$ cat src/logic/lsfs_pkg.sv
/*
 * constants, pin carrier and state record of the laser simmer and fault status block.
 * assumes a single 250 MHz clock; all timing inside the block runs on a 1 us tick.
 */
package lsfs_pkg;
    // =====================================================================
    // timing
    localparam int CLK_PERIOD_NS = 4;
    localparam int US_NS = 1000;
    localparam int TICK_CYCLES = US_NS / CLK_PERIOD_NS;
    localparam logic [7:0] TICK_LAST = 8'(TICK_CYCLES - 1);
    localparam logic [15:0] SIMMER_PERIOD_US = 16'h03E8;
    localparam logic [23:0] DUTY_BUCKET_CAP = 24'h0186A0;
    localparam logic [7:0] DUTY_FULL = 8'h64;

    // =====================================================================
    // register offsets (byte addresses)
    localparam logic [7:0] ADDR_CTRL = 8'h00;
    localparam logic [7:0] ADDR_SIMMER_WIDTH = 8'h04;
    localparam logic [7:0] ADDR_MAX_PULSE = 8'h08;
    localparam logic [7:0] ADDR_DUTY_LIMIT = 8'h0C;
    localparam logic [7:0] ADDR_BREAKDOWN_TIME = 8'h10;
    localparam logic [7:0] ADDR_STATUS = 8'h14;
    localparam logic [7:0] ADDR_IRQ_STATUS = 8'h18;
    localparam logic [7:0] ADDR_IRQ_MASK = 8'h1C;

    // =====================================================================
    // reset values and the safe simmer width
    localparam logic RST_SIMMER_EN = 1'h1;
    localparam logic [15:0] RST_SIMMER_WIDTH = 16'h000A;
    localparam logic [15:0] SAFE_SIMMER_WIDTH = 16'h0001;
    localparam logic [15:0] RST_MAX_PULSE = 16'h03E8;
    localparam logic [7:0] RST_DUTY_LIMIT = 8'h41;
    localparam logic [15:0] RST_BREAKDOWN_TIME = 16'h2710;
    localparam logic [5:0] RST_IRQ_MASK = 6'h00;

    // =====================================================================
    // interrupt bit positions (status and mask share the layout)
    localparam int IRQ_DISCHARGE = 0;
    localparam int IRQ_FEEDBACK = 1;
    localparam int IRQ_SAFE = 2;
    localparam int IRQ_PULSE_LIMIT = 3;
    localparam int IRQ_REFLECT = 4;
    localparam int IRQ_INTERLOCK = 5;
    localparam int IRQ_BITS = 6;

    localparam logic [1:0] RESP_OKAY = 2'h0;
    localparam logic [1:0] RESP_SLVERR = 2'h2;

    // pins from the receivers and detectors, all asynchronous to aclk
    typedef struct packed {
        logic beam_on;
        logic interlock_closed;
        logic power_good;
        logic ignition;
        logic feedback_ok;
        logic reflect_over;
    } lsfs_pins_s;

    // whole state of the block
    typedef struct packed {
        lsfs_pins_s sync1;
        lsfs_pins_s sync2;
        lsfs_pins_s prev;
        logic [7:0] div;
        logic tick;
        logic simmer_en;
        logic [15:0] simmer_width;
        logic [15:0] max_pulse;
        logic [7:0] duty_limit;
        logic [15:0] breakdown_time;
        logic [IRQ_BITS-1:0] irq_status;
        logic [IRQ_BITS-1:0] irq_mask;
        logic [15:0] idle_us;
        logic [15:0] sim_cnt;
        logic [15:0] no_ign_us;
        logic [15:0] on_us;
        logic [23:0] bucket;
        logic got_ign;
        logic safe_mode;
        logic discharge_loss;
        logic feedback_loss;
        logic simmer_pulse;
        logic simmer_safe_width;
        logic rf_drive;
        logic pulse_limit_warning;
        logic reflected_power_limit;
        logic irq;
        logic aw_got;
        logic w_got;
        logic [7:0] awaddr;
        logic [31:0] wdata;
        logic [3:0] wstrb;
        logic awready;
        logic wready;
        logic bvalid;
        logic [1:0] bresp;
        logic arready;
        logic rvalid;
        logic [31:0] rdata;
        logic [1:0] rresp;
    } lsfs_state_s;
endpackage : lsfs_pkg

$ cat src/logic/lsfs_core.sv
/*
 * simmer sequencing, pulse limiting and status outputs of an rf laser power module,
 * with an axi4-lite register slave and one level interrupt.
 * assumes pins arrive asynchronously from line receivers and detectors; aclk is 250 MHz.
 */
module lsfs_core (
    input wire logic aclk,
    input wire logic aresetn,
    input wire logic [7:0] s_axi_awaddr,
    input wire logic [2:0] s_axi_awprot,
    input wire logic s_axi_awvalid,
    output logic s_axi_awready,
    input wire logic [31:0] s_axi_wdata,
    input wire logic [3:0] s_axi_wstrb,
    input wire logic s_axi_wvalid,
    output logic s_axi_wready,
    output logic [1:0] s_axi_bresp,
    output logic s_axi_bvalid,
    input wire logic s_axi_bready,
    input wire logic [7:0] s_axi_araddr,
    input wire logic [2:0] s_axi_arprot,
    input wire logic s_axi_arvalid,
    output logic s_axi_arready,
    output logic [31:0] s_axi_rdata,
    output logic [1:0] s_axi_rresp,
    output logic s_axi_rvalid,
    input wire logic s_axi_rready,
    input wire lsfs_pkg::lsfs_pins_s pins,
    output logic rf_drive,
    output logic simmer_pulse,
    output logic simmer_safe_width,
    output logic pulse_limit_warning,
    output logic reflected_power_limit,
    output logic irq
);
    // =====================================================================
    // helpers

    // byte-lane merge of a write into a 32-bit register image
    function automatic logic [31:0] lsfs_merge(input logic [31:0] old, input logic [31:0] data,
                                               input logic [3:0] strb);
        logic [31:0] res;
        res = old;
        for (int i = 0; i < 4; i++) begin
            if (strb[i]) begin
                res[i*8 +: 8] = data[i*8 +: 8];
            end
        end
        return res;
    endfunction : lsfs_merge

    // one decoder serves reads and the unmapped-address answer of writes
    function automatic logic lsfs_mapped(input logic [7:0] addr);
        return (addr[1:0] == 2'h0) && (addr <= lsfs_pkg::ADDR_IRQ_MASK);
    endfunction : lsfs_mapped

    function automatic logic [31:0] lsfs_read(input logic [7:0] addr, input lsfs_pkg::lsfs_state_s s);
        logic [31:0] v;
        v = 32'h00000000;
        unique case (addr)
            lsfs_pkg::ADDR_CTRL: v[0] = s.simmer_en;
            lsfs_pkg::ADDR_SIMMER_WIDTH: v[15:0] = s.simmer_width;
            lsfs_pkg::ADDR_MAX_PULSE: v[15:0] = s.max_pulse;
            lsfs_pkg::ADDR_DUTY_LIMIT: v[7:0] = s.duty_limit;
            lsfs_pkg::ADDR_BREAKDOWN_TIME: v[15:0] = s.breakdown_time;
            lsfs_pkg::ADDR_STATUS: v[11:0] = {s.sync2.beam_on, s.sync2.interlock_closed, s.sync2.power_good,
                                              s.sync2.feedback_ok, s.safe_mode, s.feedback_loss,
                                              s.discharge_loss, s.pulse_limit_warning,
                                              s.reflected_power_limit, s.simmer_pulse, s.rf_drive,
                                              s.simmer_safe_width};
            lsfs_pkg::ADDR_IRQ_STATUS: v[lsfs_pkg::IRQ_BITS-1:0] = s.irq_status;
            lsfs_pkg::ADDR_IRQ_MASK: v[lsfs_pkg::IRQ_BITS-1:0] = s.irq_mask;
            default: v = 32'h00000000;
        endcase
        return v;
    endfunction : lsfs_read

    lsfs_pkg::lsfs_state_s st;
    lsfs_pkg::lsfs_state_s next_st;

    // =====================================================================
    // next-state logic
    always_comb begin
        logic beam;
        logic ilk;
        logic pwr;
        logic run;
        logic allowed;
        logic idle_done;
        logic [15:0] width_eff;
        logic width_viol;
        logic duty_viol;
        logic vswr_active;
        logic do_write;
        logic [31:0] wv;
        logic [lsfs_pkg::IRQ_BITS-1:0] clr;
        logic [lsfs_pkg::IRQ_BITS-1:0] ev;

        next_st = st;
        clr = '0;
        ev = '0;
        wv = 32'h00000000;

        // two-flop synchronisers; only sync2 feeds logic
        next_st.sync1 = pins;
        next_st.sync2 = st.sync1;
        next_st.prev = st.sync2;
        beam = st.sync2.beam_on;
        ilk = st.sync2.interlock_closed;
        pwr = st.sync2.power_good;
        run = ilk && pwr;

        // 1 us enable from the divider
        next_st.tick = (st.div == lsfs_pkg::TICK_LAST);
        next_st.div = next_st.tick ? 8'h00 : st.div + 8'h01;

        // idle timer cleared while high and restarted at the fall
        if (beam) begin
            next_st.idle_us = 16'h0000;
        end else if (st.tick && st.idle_us < lsfs_pkg::SIMMER_PERIOD_US) begin
            next_st.idle_us = st.idle_us + 16'h0001;
        end
        // full quiet period before any new simmer pulse
        idle_done = !beam && (st.idle_us >= lsfs_pkg::SIMMER_PERIOD_US);
        // simmer runs on power with interlock closed and no beam-on
        allowed = st.simmer_en && run && idle_done;

        // feedback loss follows the feedback detector while powered
        next_st.feedback_loss = pwr && !st.sync2.feedback_ok;
        // narrow pulses when gas will not break down or feedback is gone
        width_eff = (st.safe_mode || st.feedback_loss) ? lsfs_pkg::SAFE_SIMMER_WIDTH : st.simmer_width;

        // simmer period counter; restarts whenever simmer is not allowed
        if (!allowed) begin
            next_st.sim_cnt = 16'h0000;
            next_st.got_ign = 1'b0;
        end else if (st.tick) begin
            next_st.sim_cnt = (st.sim_cnt == lsfs_pkg::SIMMER_PERIOD_US - 16'h0001) ? 16'h0000
                              : st.sim_cnt + 16'h0001;
        end
        next_st.simmer_pulse = allowed && (next_st.sim_cnt < width_eff);
        next_st.simmer_safe_width = st.safe_mode || st.feedback_loss;

        // judge each pulse at its last tick: ignition seen or not
        if (st.simmer_pulse && st.sync2.ignition) begin
            next_st.got_ign = 1'b1;
        end
        if (allowed && st.tick && st.sim_cnt == width_eff - 16'h0001) begin
            next_st.discharge_loss = !(st.got_ign || st.sync2.ignition);
            next_st.got_ign = 1'b0;
        end

        // breakdown timer; any ignition clears safe_mode, restoring the programmed width unless feedback is lost
        if (st.sync2.ignition || !allowed) begin
            next_st.no_ign_us = 16'h0000;
            if (st.sync2.ignition) begin
                next_st.safe_mode = 1'b0;
            end
        end else if (st.tick) begin
            if (st.no_ign_us >= st.breakdown_time) begin
                next_st.safe_mode = 1'b1;
            end else begin
                next_st.no_ign_us = st.no_ign_us + 16'h0001;
            end
        end

        // width of the current beam-on pulse, saturating at the maximum
        if (!beam) begin
            next_st.on_us = 16'h0000;
        end else if (st.tick && st.on_us < st.max_pulse) begin
            next_st.on_us = st.on_us + 16'h0001;
        end
        width_viol = beam && (st.on_us >= st.max_pulse);

        // duty bucket: fills by (100-d) per us on, drains by d per us off; flat at exactly d percent
        if (st.tick) begin
            if (beam) begin
                if (st.bucket <= lsfs_pkg::DUTY_BUCKET_CAP) begin
                    next_st.bucket = st.bucket + 24'(lsfs_pkg::DUTY_FULL - st.duty_limit);
                end
            end else begin
                next_st.bucket = (st.bucket > 24'(st.duty_limit)) ? st.bucket - 24'(st.duty_limit) : 24'h000000;
            end
        end
        duty_viol = st.bucket > lsfs_pkg::DUTY_BUCKET_CAP;

        // warning only for the violating part of a beam-on
        next_st.pulse_limit_warning = beam && ilk && (width_viol || duty_viol);
        // reflected protection active only while it cuts a beam-on
        vswr_active = beam && ilk && st.sync2.reflect_over;
        // simmer faults shown only while beam-on is low
        next_st.reflected_power_limit = beam ? vswr_active
                                        : (pwr && (st.discharge_loss || st.feedback_loss));
        // rf drive gated by interlock and every limiter
        next_st.rf_drive = beam && run && !(width_viol || duty_viol) && !st.sync2.reflect_over;

        // sticky events on rising edges; the interlock event on interlock_closed falling
        ev[lsfs_pkg::IRQ_DISCHARGE] = next_st.discharge_loss && !st.discharge_loss;
        ev[lsfs_pkg::IRQ_FEEDBACK] = next_st.feedback_loss && !st.feedback_loss;
        ev[lsfs_pkg::IRQ_SAFE] = next_st.safe_mode && !st.safe_mode;
        ev[lsfs_pkg::IRQ_PULSE_LIMIT] = next_st.pulse_limit_warning && !st.pulse_limit_warning;
        ev[lsfs_pkg::IRQ_REFLECT] = next_st.reflected_power_limit && !st.reflected_power_limit;
        ev[lsfs_pkg::IRQ_INTERLOCK] = st.prev.interlock_closed && !ilk;

        // =================================================================
        // axi4-lite write: address and data taken in either order
        if (s_axi_awvalid && st.awready) begin
            next_st.aw_got = 1'b1;
            next_st.awaddr = s_axi_awaddr;
        end
        if (s_axi_wvalid && st.wready) begin
            next_st.w_got = 1'b1;
            next_st.wdata = s_axi_wdata;
            next_st.wstrb = s_axi_wstrb;
        end
        do_write = st.aw_got && st.w_got && !st.bvalid;
        if (do_write) begin
            next_st.aw_got = 1'b0;
            next_st.w_got = 1'b0;
            next_st.bvalid = 1'b1;
            next_st.bresp = lsfs_mapped(st.awaddr) ? lsfs_pkg::RESP_OKAY : lsfs_pkg::RESP_SLVERR;
            wv = lsfs_merge(lsfs_read(st.awaddr, st), st.wdata, st.wstrb);
            unique case (st.awaddr)
                lsfs_pkg::ADDR_CTRL: next_st.simmer_en = wv[0];
                lsfs_pkg::ADDR_SIMMER_WIDTH: next_st.simmer_width = wv[15:0];
                lsfs_pkg::ADDR_MAX_PULSE: next_st.max_pulse = wv[15:0];
                lsfs_pkg::ADDR_DUTY_LIMIT: next_st.duty_limit = (wv[7:0] > lsfs_pkg::DUTY_FULL) ? lsfs_pkg::DUTY_FULL
                                                                 : wv[7:0];
                lsfs_pkg::ADDR_BREAKDOWN_TIME: next_st.breakdown_time = wv[15:0];
                lsfs_pkg::ADDR_IRQ_STATUS: clr = st.wstrb[0] ? st.wdata[lsfs_pkg::IRQ_BITS-1:0] : '0;
                lsfs_pkg::ADDR_IRQ_MASK: next_st.irq_mask = wv[lsfs_pkg::IRQ_BITS-1:0];
                default: clr = '0;
            endcase
        end else if (st.bvalid && s_axi_bready) begin
            next_st.bvalid = 1'b0;
        end
        next_st.awready = !next_st.aw_got && !next_st.bvalid;
        next_st.wready = !next_st.w_got && !next_st.bvalid;

        // write-one-to-clear; a new event in the same cycle survives the clear
        next_st.irq_status = (st.irq_status & ~clr) | ev;
        next_st.irq = |(next_st.irq_status & next_st.irq_mask);

        // axi4-lite read: one outstanding, data one cycle after the address
        if (s_axi_arvalid && st.arready) begin
            next_st.rvalid = 1'b1;
            next_st.rdata = lsfs_read(s_axi_araddr, st);
            next_st.rresp = lsfs_mapped(s_axi_araddr) ? lsfs_pkg::RESP_OKAY : lsfs_pkg::RESP_SLVERR;
        end else if (st.rvalid && s_axi_rready) begin
            next_st.rvalid = 1'b0;
        end
        // address accepted whenever no read data waits; arready resets low and rises one cycle after reset
        next_st.arready = !next_st.rvalid;
    end

    // =====================================================================
    // state register, synchronous active-low reset
    always_ff @(posedge aclk) begin
        if (!aresetn) begin
            st <= '0;
            st.simmer_en <= lsfs_pkg::RST_SIMMER_EN;
            st.simmer_width <= lsfs_pkg::RST_SIMMER_WIDTH;
            st.max_pulse <= lsfs_pkg::RST_MAX_PULSE;
            st.duty_limit <= lsfs_pkg::RST_DUTY_LIMIT;
            st.breakdown_time <= lsfs_pkg::RST_BREAKDOWN_TIME;
            st.irq_mask <= lsfs_pkg::RST_IRQ_MASK;
        end else begin
            st <= next_st;
        end
    end

    // outputs straight from the state flops
    assign s_axi_awready = st.awready;
    assign s_axi_wready = st.wready;
    assign s_axi_bvalid = st.bvalid;
    assign s_axi_bresp = st.bresp;
    assign s_axi_arready = st.arready;
    assign s_axi_rvalid = st.rvalid;
    assign s_axi_rdata = st.rdata;
    assign s_axi_rresp = st.rresp;
    assign rf_drive = st.rf_drive;
    assign simmer_pulse = st.simmer_pulse;
    assign simmer_safe_width = st.simmer_safe_width;
    assign pulse_limit_warning = st.pulse_limit_warning;
    assign reflected_power_limit = st.reflected_power_limit;
    assign irq = st.irq;
endmodule : lsfs_core

$ cat config.mk
export PLATFORM = sky130hd
export DESIGN_NAME = lsfs_core
export DESIGN_NICKNAME = d
export VERILOG_FILES = /design/src/logic/lsfs_pkg.sv /design/src/logic/lsfs_core.sv
export SDC_FILE = /design/constraint.sdc
export NUM_CORES = 1
export LEC_CHECK = 0
export ABC_AREA = 1
export BUFFER_PORTS_ARGS = -buffer_cell sky130_fd_sc_hd__clkbuf_2
export CORE_MARGIN = 1
export CORE_UTILIZATION = 48
export DETAILED_ROUTE_END_ITERATION = 12
export PLACE_DENSITY = 0.66
export SLEW_MARGIN = 0
export SYNTH_ARGS = -nofsm -noshare
export SYNTH_HDL_FRONTEND = slang
export SYNTH_SLANG_ARGS = --single-unit
$ cat constraint.sdc
create_clock -name aclk -period 3.35 [get_ports aclk]
set_clock_uncertainty 0.05 [all_clocks]
set_input_delay 0.1675 -clock aclk [delete_from_list [all_inputs] [get_ports aclk]]
set_output_delay 0.1675 -clock aclk [all_outputs]
set_load 0.05 [all_outputs]
==> results.sh <==
export IMPL_rsz0062_at_grt="yes"
export IMPL_antenna_found_initial=0
export IMPL_holdPathStages=3
export IMPL_yosysWarningCount=0
export IMPL_grt_pass1_vias=14100
export IMPL_cts_tree="built"
export IMPL_cpLargestDelayFamily="simple AND/OR/NAND/NOR gates"
export IMPL_design_core_area_um2=30800
export IMPL_fin_setup_tns_ps=0
export IMPL_synthArstFlopShare_pct=0
export IMPL_post_drt_wl_per_cell_um=17.0
export IMPL_timing_critical_path_to_type="flip-flop"
export IMPL_syn_to_final_growth_pct=13.0
export IMPL_start_util_pct=49.2
export IMPL_violations="design-rule violations"
export IMPL_largest_reg_flops=199
export IMPL_place_ws_ps=114
export IMPL_viasPerCell=5.58
export IMPL_die_w_um=180
export IMPL_clockBufferDepth=3
export IMPL_syn_cell_area_um2=15200
export IMPL_grt_total_usage_pct=28.7
export IMPL_std_cell_rows=64
export IMPL_multi_input_area_um2=8860
export IMPL_die_y_um=180
export IMPL_worstMarginPinSlew_ps=835
export IMPL_crit_path_cell_trace="inv_1 > ha_1 > nor2_1 > nor2_1 > nand2_2 > a31oi_4 > inv_2 > buf_12 > ha_1 > nand2_1 > inv_1 > nand2_1 > nor3_1 > nand3_1 > nand4_1 > nand3_1 > a21oi_1"
export IMPL_final_cell_mix="440 x nand2_1, 283 x inv_1, 242 x nor2_1, 240 x dfxtp_1, 209 x a21oi_1"
export IMPL_synth_seq_cells=240
export IMPL_registers_top_by_ff_count="st"
export IMPL_firstDrtPassIters=11
export IMPL_layout_commonest_cell="nand2_1"
export IMPL_max_cap_violations=0
export IMPL_io_pins=118
export IMPL_finalSetupViolations=0
export IMPL_gp_congestion=0.953
export IMPL_slew_headroom_pct=43.9
export IMPL_overflow=0
export IMPL_n_fill_cell=3064
export IMPL_cp_required_ps=3780
export IMPL_drtIter0Drc=1566
export IMPL_avgSynthCellArea_um2=6.70
export IMPL_finalCritPeriodShare_pct=90.7
export IMPL_cpMaxStageDelayCell="ha_1"
export IMPL_synth_cells=2264
export IMPL_reg2reg_depth=17
export IMPL_slew_viol_final=0
export IMPL_cp_max_fo=14
export IMPL_vdd_drop_max_mv=0.369
export IMPL_regArea_um2=4800
export IMPL_clock_latency_ps=570
export IMPL_timing_rr_start="st[214]$_SDFFE_PN0P_"
export IMPL_cts_max_level=1
export IMPL_yosysUniqueCellTypes=60
export IMPL_layout_setup_ws_ps=312
export IMPL_powerDensity_nw_per_um2=370
export IMPL_cts_made_buffers=27
export IMPL_r2r_slack_ps=310
export IMPL_path_depth=17
export IMPL_dieArea_um2=32300
export IMPL_worstSetupPathType="reg2reg"
export IMPL_nets=2521
export IMPL_p_leak_nw=7.60
export IMPL_drive_above_1_share_pct=9.32
export IMPL_yosysSeqAreaShare_pct=31.7
export IMPL_min_path_type="in2reg"
export IMPL_r2r_end="st[119]$_SDFFE_PN0P_"
export IMPL_drc=9
export IMPL_design_power_total_mw=6.35
export IMPL_min_period_ps=3040
export IMPL_grt_first_pass_wirelength_um=75100
export IMPL_cts_sinks=240
export IMPL_antenna_left=0
export IMPL_num_vias=15500
export IMPL_hold_violations=0
export IMPL_status="complete, but fails checks"
export IMPL_n_antenna_cell=0
export IMPL_hpwlAfterDp_um=36100
export IMPL_timing_critical_path_from="st[214]$_SDFFE_PN0P_"
export IMPL_crit_path_start_kind="flip-flop"
export IMPL_synthFlopType="dfxtp_1"
export IMPL_synth_edf_count=0
export IMPL_cp_arrival_ps=3470
export IMPL_root_buffer="clkbuf_16"
export IMPL_drt_total_wl_um=47300
export IMPL_clk_pin_slew_worst_paths_ps=60
export IMPL_fmax_mhz=329
export IMPL_hold_slack_ps=59.2
export IMPL_max_stage_delay_ps=380
export IMPL_grt_max_degree=85
export IMPL_port_buffers=75
export IMPL_critPathBufInv=4
export IMPL_critPathCapture="st[119]$_SDFFE_PN0P_"
## worst min path at each step
stage	start	end	slack (ps)
after floorplan	pins[0]	next_st[269]$_SDFF_PN0_	220
after global placement	pins[3]	next_st[272]$_SDFF_PN0_	300
after global routing	aresetn	st[107]$_SDFFE_PN0P_	90
after CTS	s_axi_awvalid	st[79]$_SDFFE_PN0P_	30
final	s_axi_awvalid	st[80]$_SDFFE_PN0P_	60
after detailed placement	pins[1]	next_st[270]$_SDFF_PN0_	310
## synthesized netlist by cell type, drive strengths merged, types with 5 or more instances
cell type | count | share of area (%)
nor2 | 261 | 7.1
nand4 | 21 | 0.87
nand2 | 454 | 11
a21oi | 210 | 6.9
o211ai | 10 | 0.56
nor3 | 57 | 1.9
inv | 293 | 7.2
o21bai | 9 | 0.45
xor2 | 42 | 2.4
nor3b | 5 | 0.25
a211oi | 9 | 0.48
buf | 56 | 2.5
o21ai | 211 | 7.2
a31oi | 16 | 0.66
nor4 | 22 | 0.91
clkbuf | 37 | 0.92
dfxtp | 240 | 32
o22ai | 29 | 1.2
o221ai | 7 | 0.40
nand3 | 125 | 4.3
xnor2 | 16 | 0.92
a221oi | 7 | 0.40
ha | 87 | 7.2
## what timing repair did
item / CTS / global route
hold endpoints to repair: 38 / 0
setup endpoints to repair: 0 / 12
gates resized for setup: 0 / 14
setup buffers: 0 / 1
hold buffers: 37 / 0
## per-stage QoR
step | cell area (um2) | std cells | utilization (%)
6_report | 17200 | 2777 | 55.6
5_1_grt | 17200 | 2777 | 55.6
4_1_cts | 17100 | 2776 | 55.4
3_5_place_dp | 15900 | 2690 | 51.4
3_3_place_gp | 15900 | 2690 | 51.4
2_1_floorplan | 15200 | 2281 | -
## where the power goes
part,internal (mW),switching [mW],leakage [nW]
combinational,0.139,0.347,5.24
clock,1.66,1.26,0.414
sequential,2.90,0.0367,1.94
## cell type report
class | count | area share (%)
clock inverter | 11 | 0.635
tap | 396 | 2.89
clock buffer | 38 | 4.41
sequential | 240 | 28.0
timing repair buffer | 144 | 5.89
inverter | 297 | 6.50
multi-input combinational | 1651 | 51.7
## worst reg2reg max path: stages, from the launching register on
cell,delay (ps)
dfxtp_1,330
inv_1,80
ha_1,180
nor2_1,70
nor2_1,110
nand2_2,100
a31oi_4,180
inv_2,80
buf_12,150
ha_1,380
nand2_1,160
inv_1,100
nand2_1,70
nor3_1,290
nand3_1,200
nand4_1,140
nand3_1,140
a21oi_1,170
## kinds of logic after synthesis
| group | Yosys count | share of synthesized area, % |
|---|---|---|
| AND/OR/NAND/NOR | 956 | 27.3 |
| AO/OA/AOI/OAI | 529 | 19.4 |
| buffers and inverters | 390 | 10.8 |
| flip-flops | 240 | 31.7 |
| adder cells (fa/ha/maj) | 89 | 7.44 |
| XOR/XNOR | 58 | 3.35 |
| other | 1 | 0.0247 |
| multiplexers | 1 | 0.0660 |
## routing by layer
metal	share of wire, %	GRT usage [%]	vias to the layer above
li1	-	-	7675
met1	46	40.5	7091
met2	43	44.8	644
met3	8.1	4.44	86
met4	3.2	8.76	0
met5	0	0	-
(Power assumes the default switching activity.)
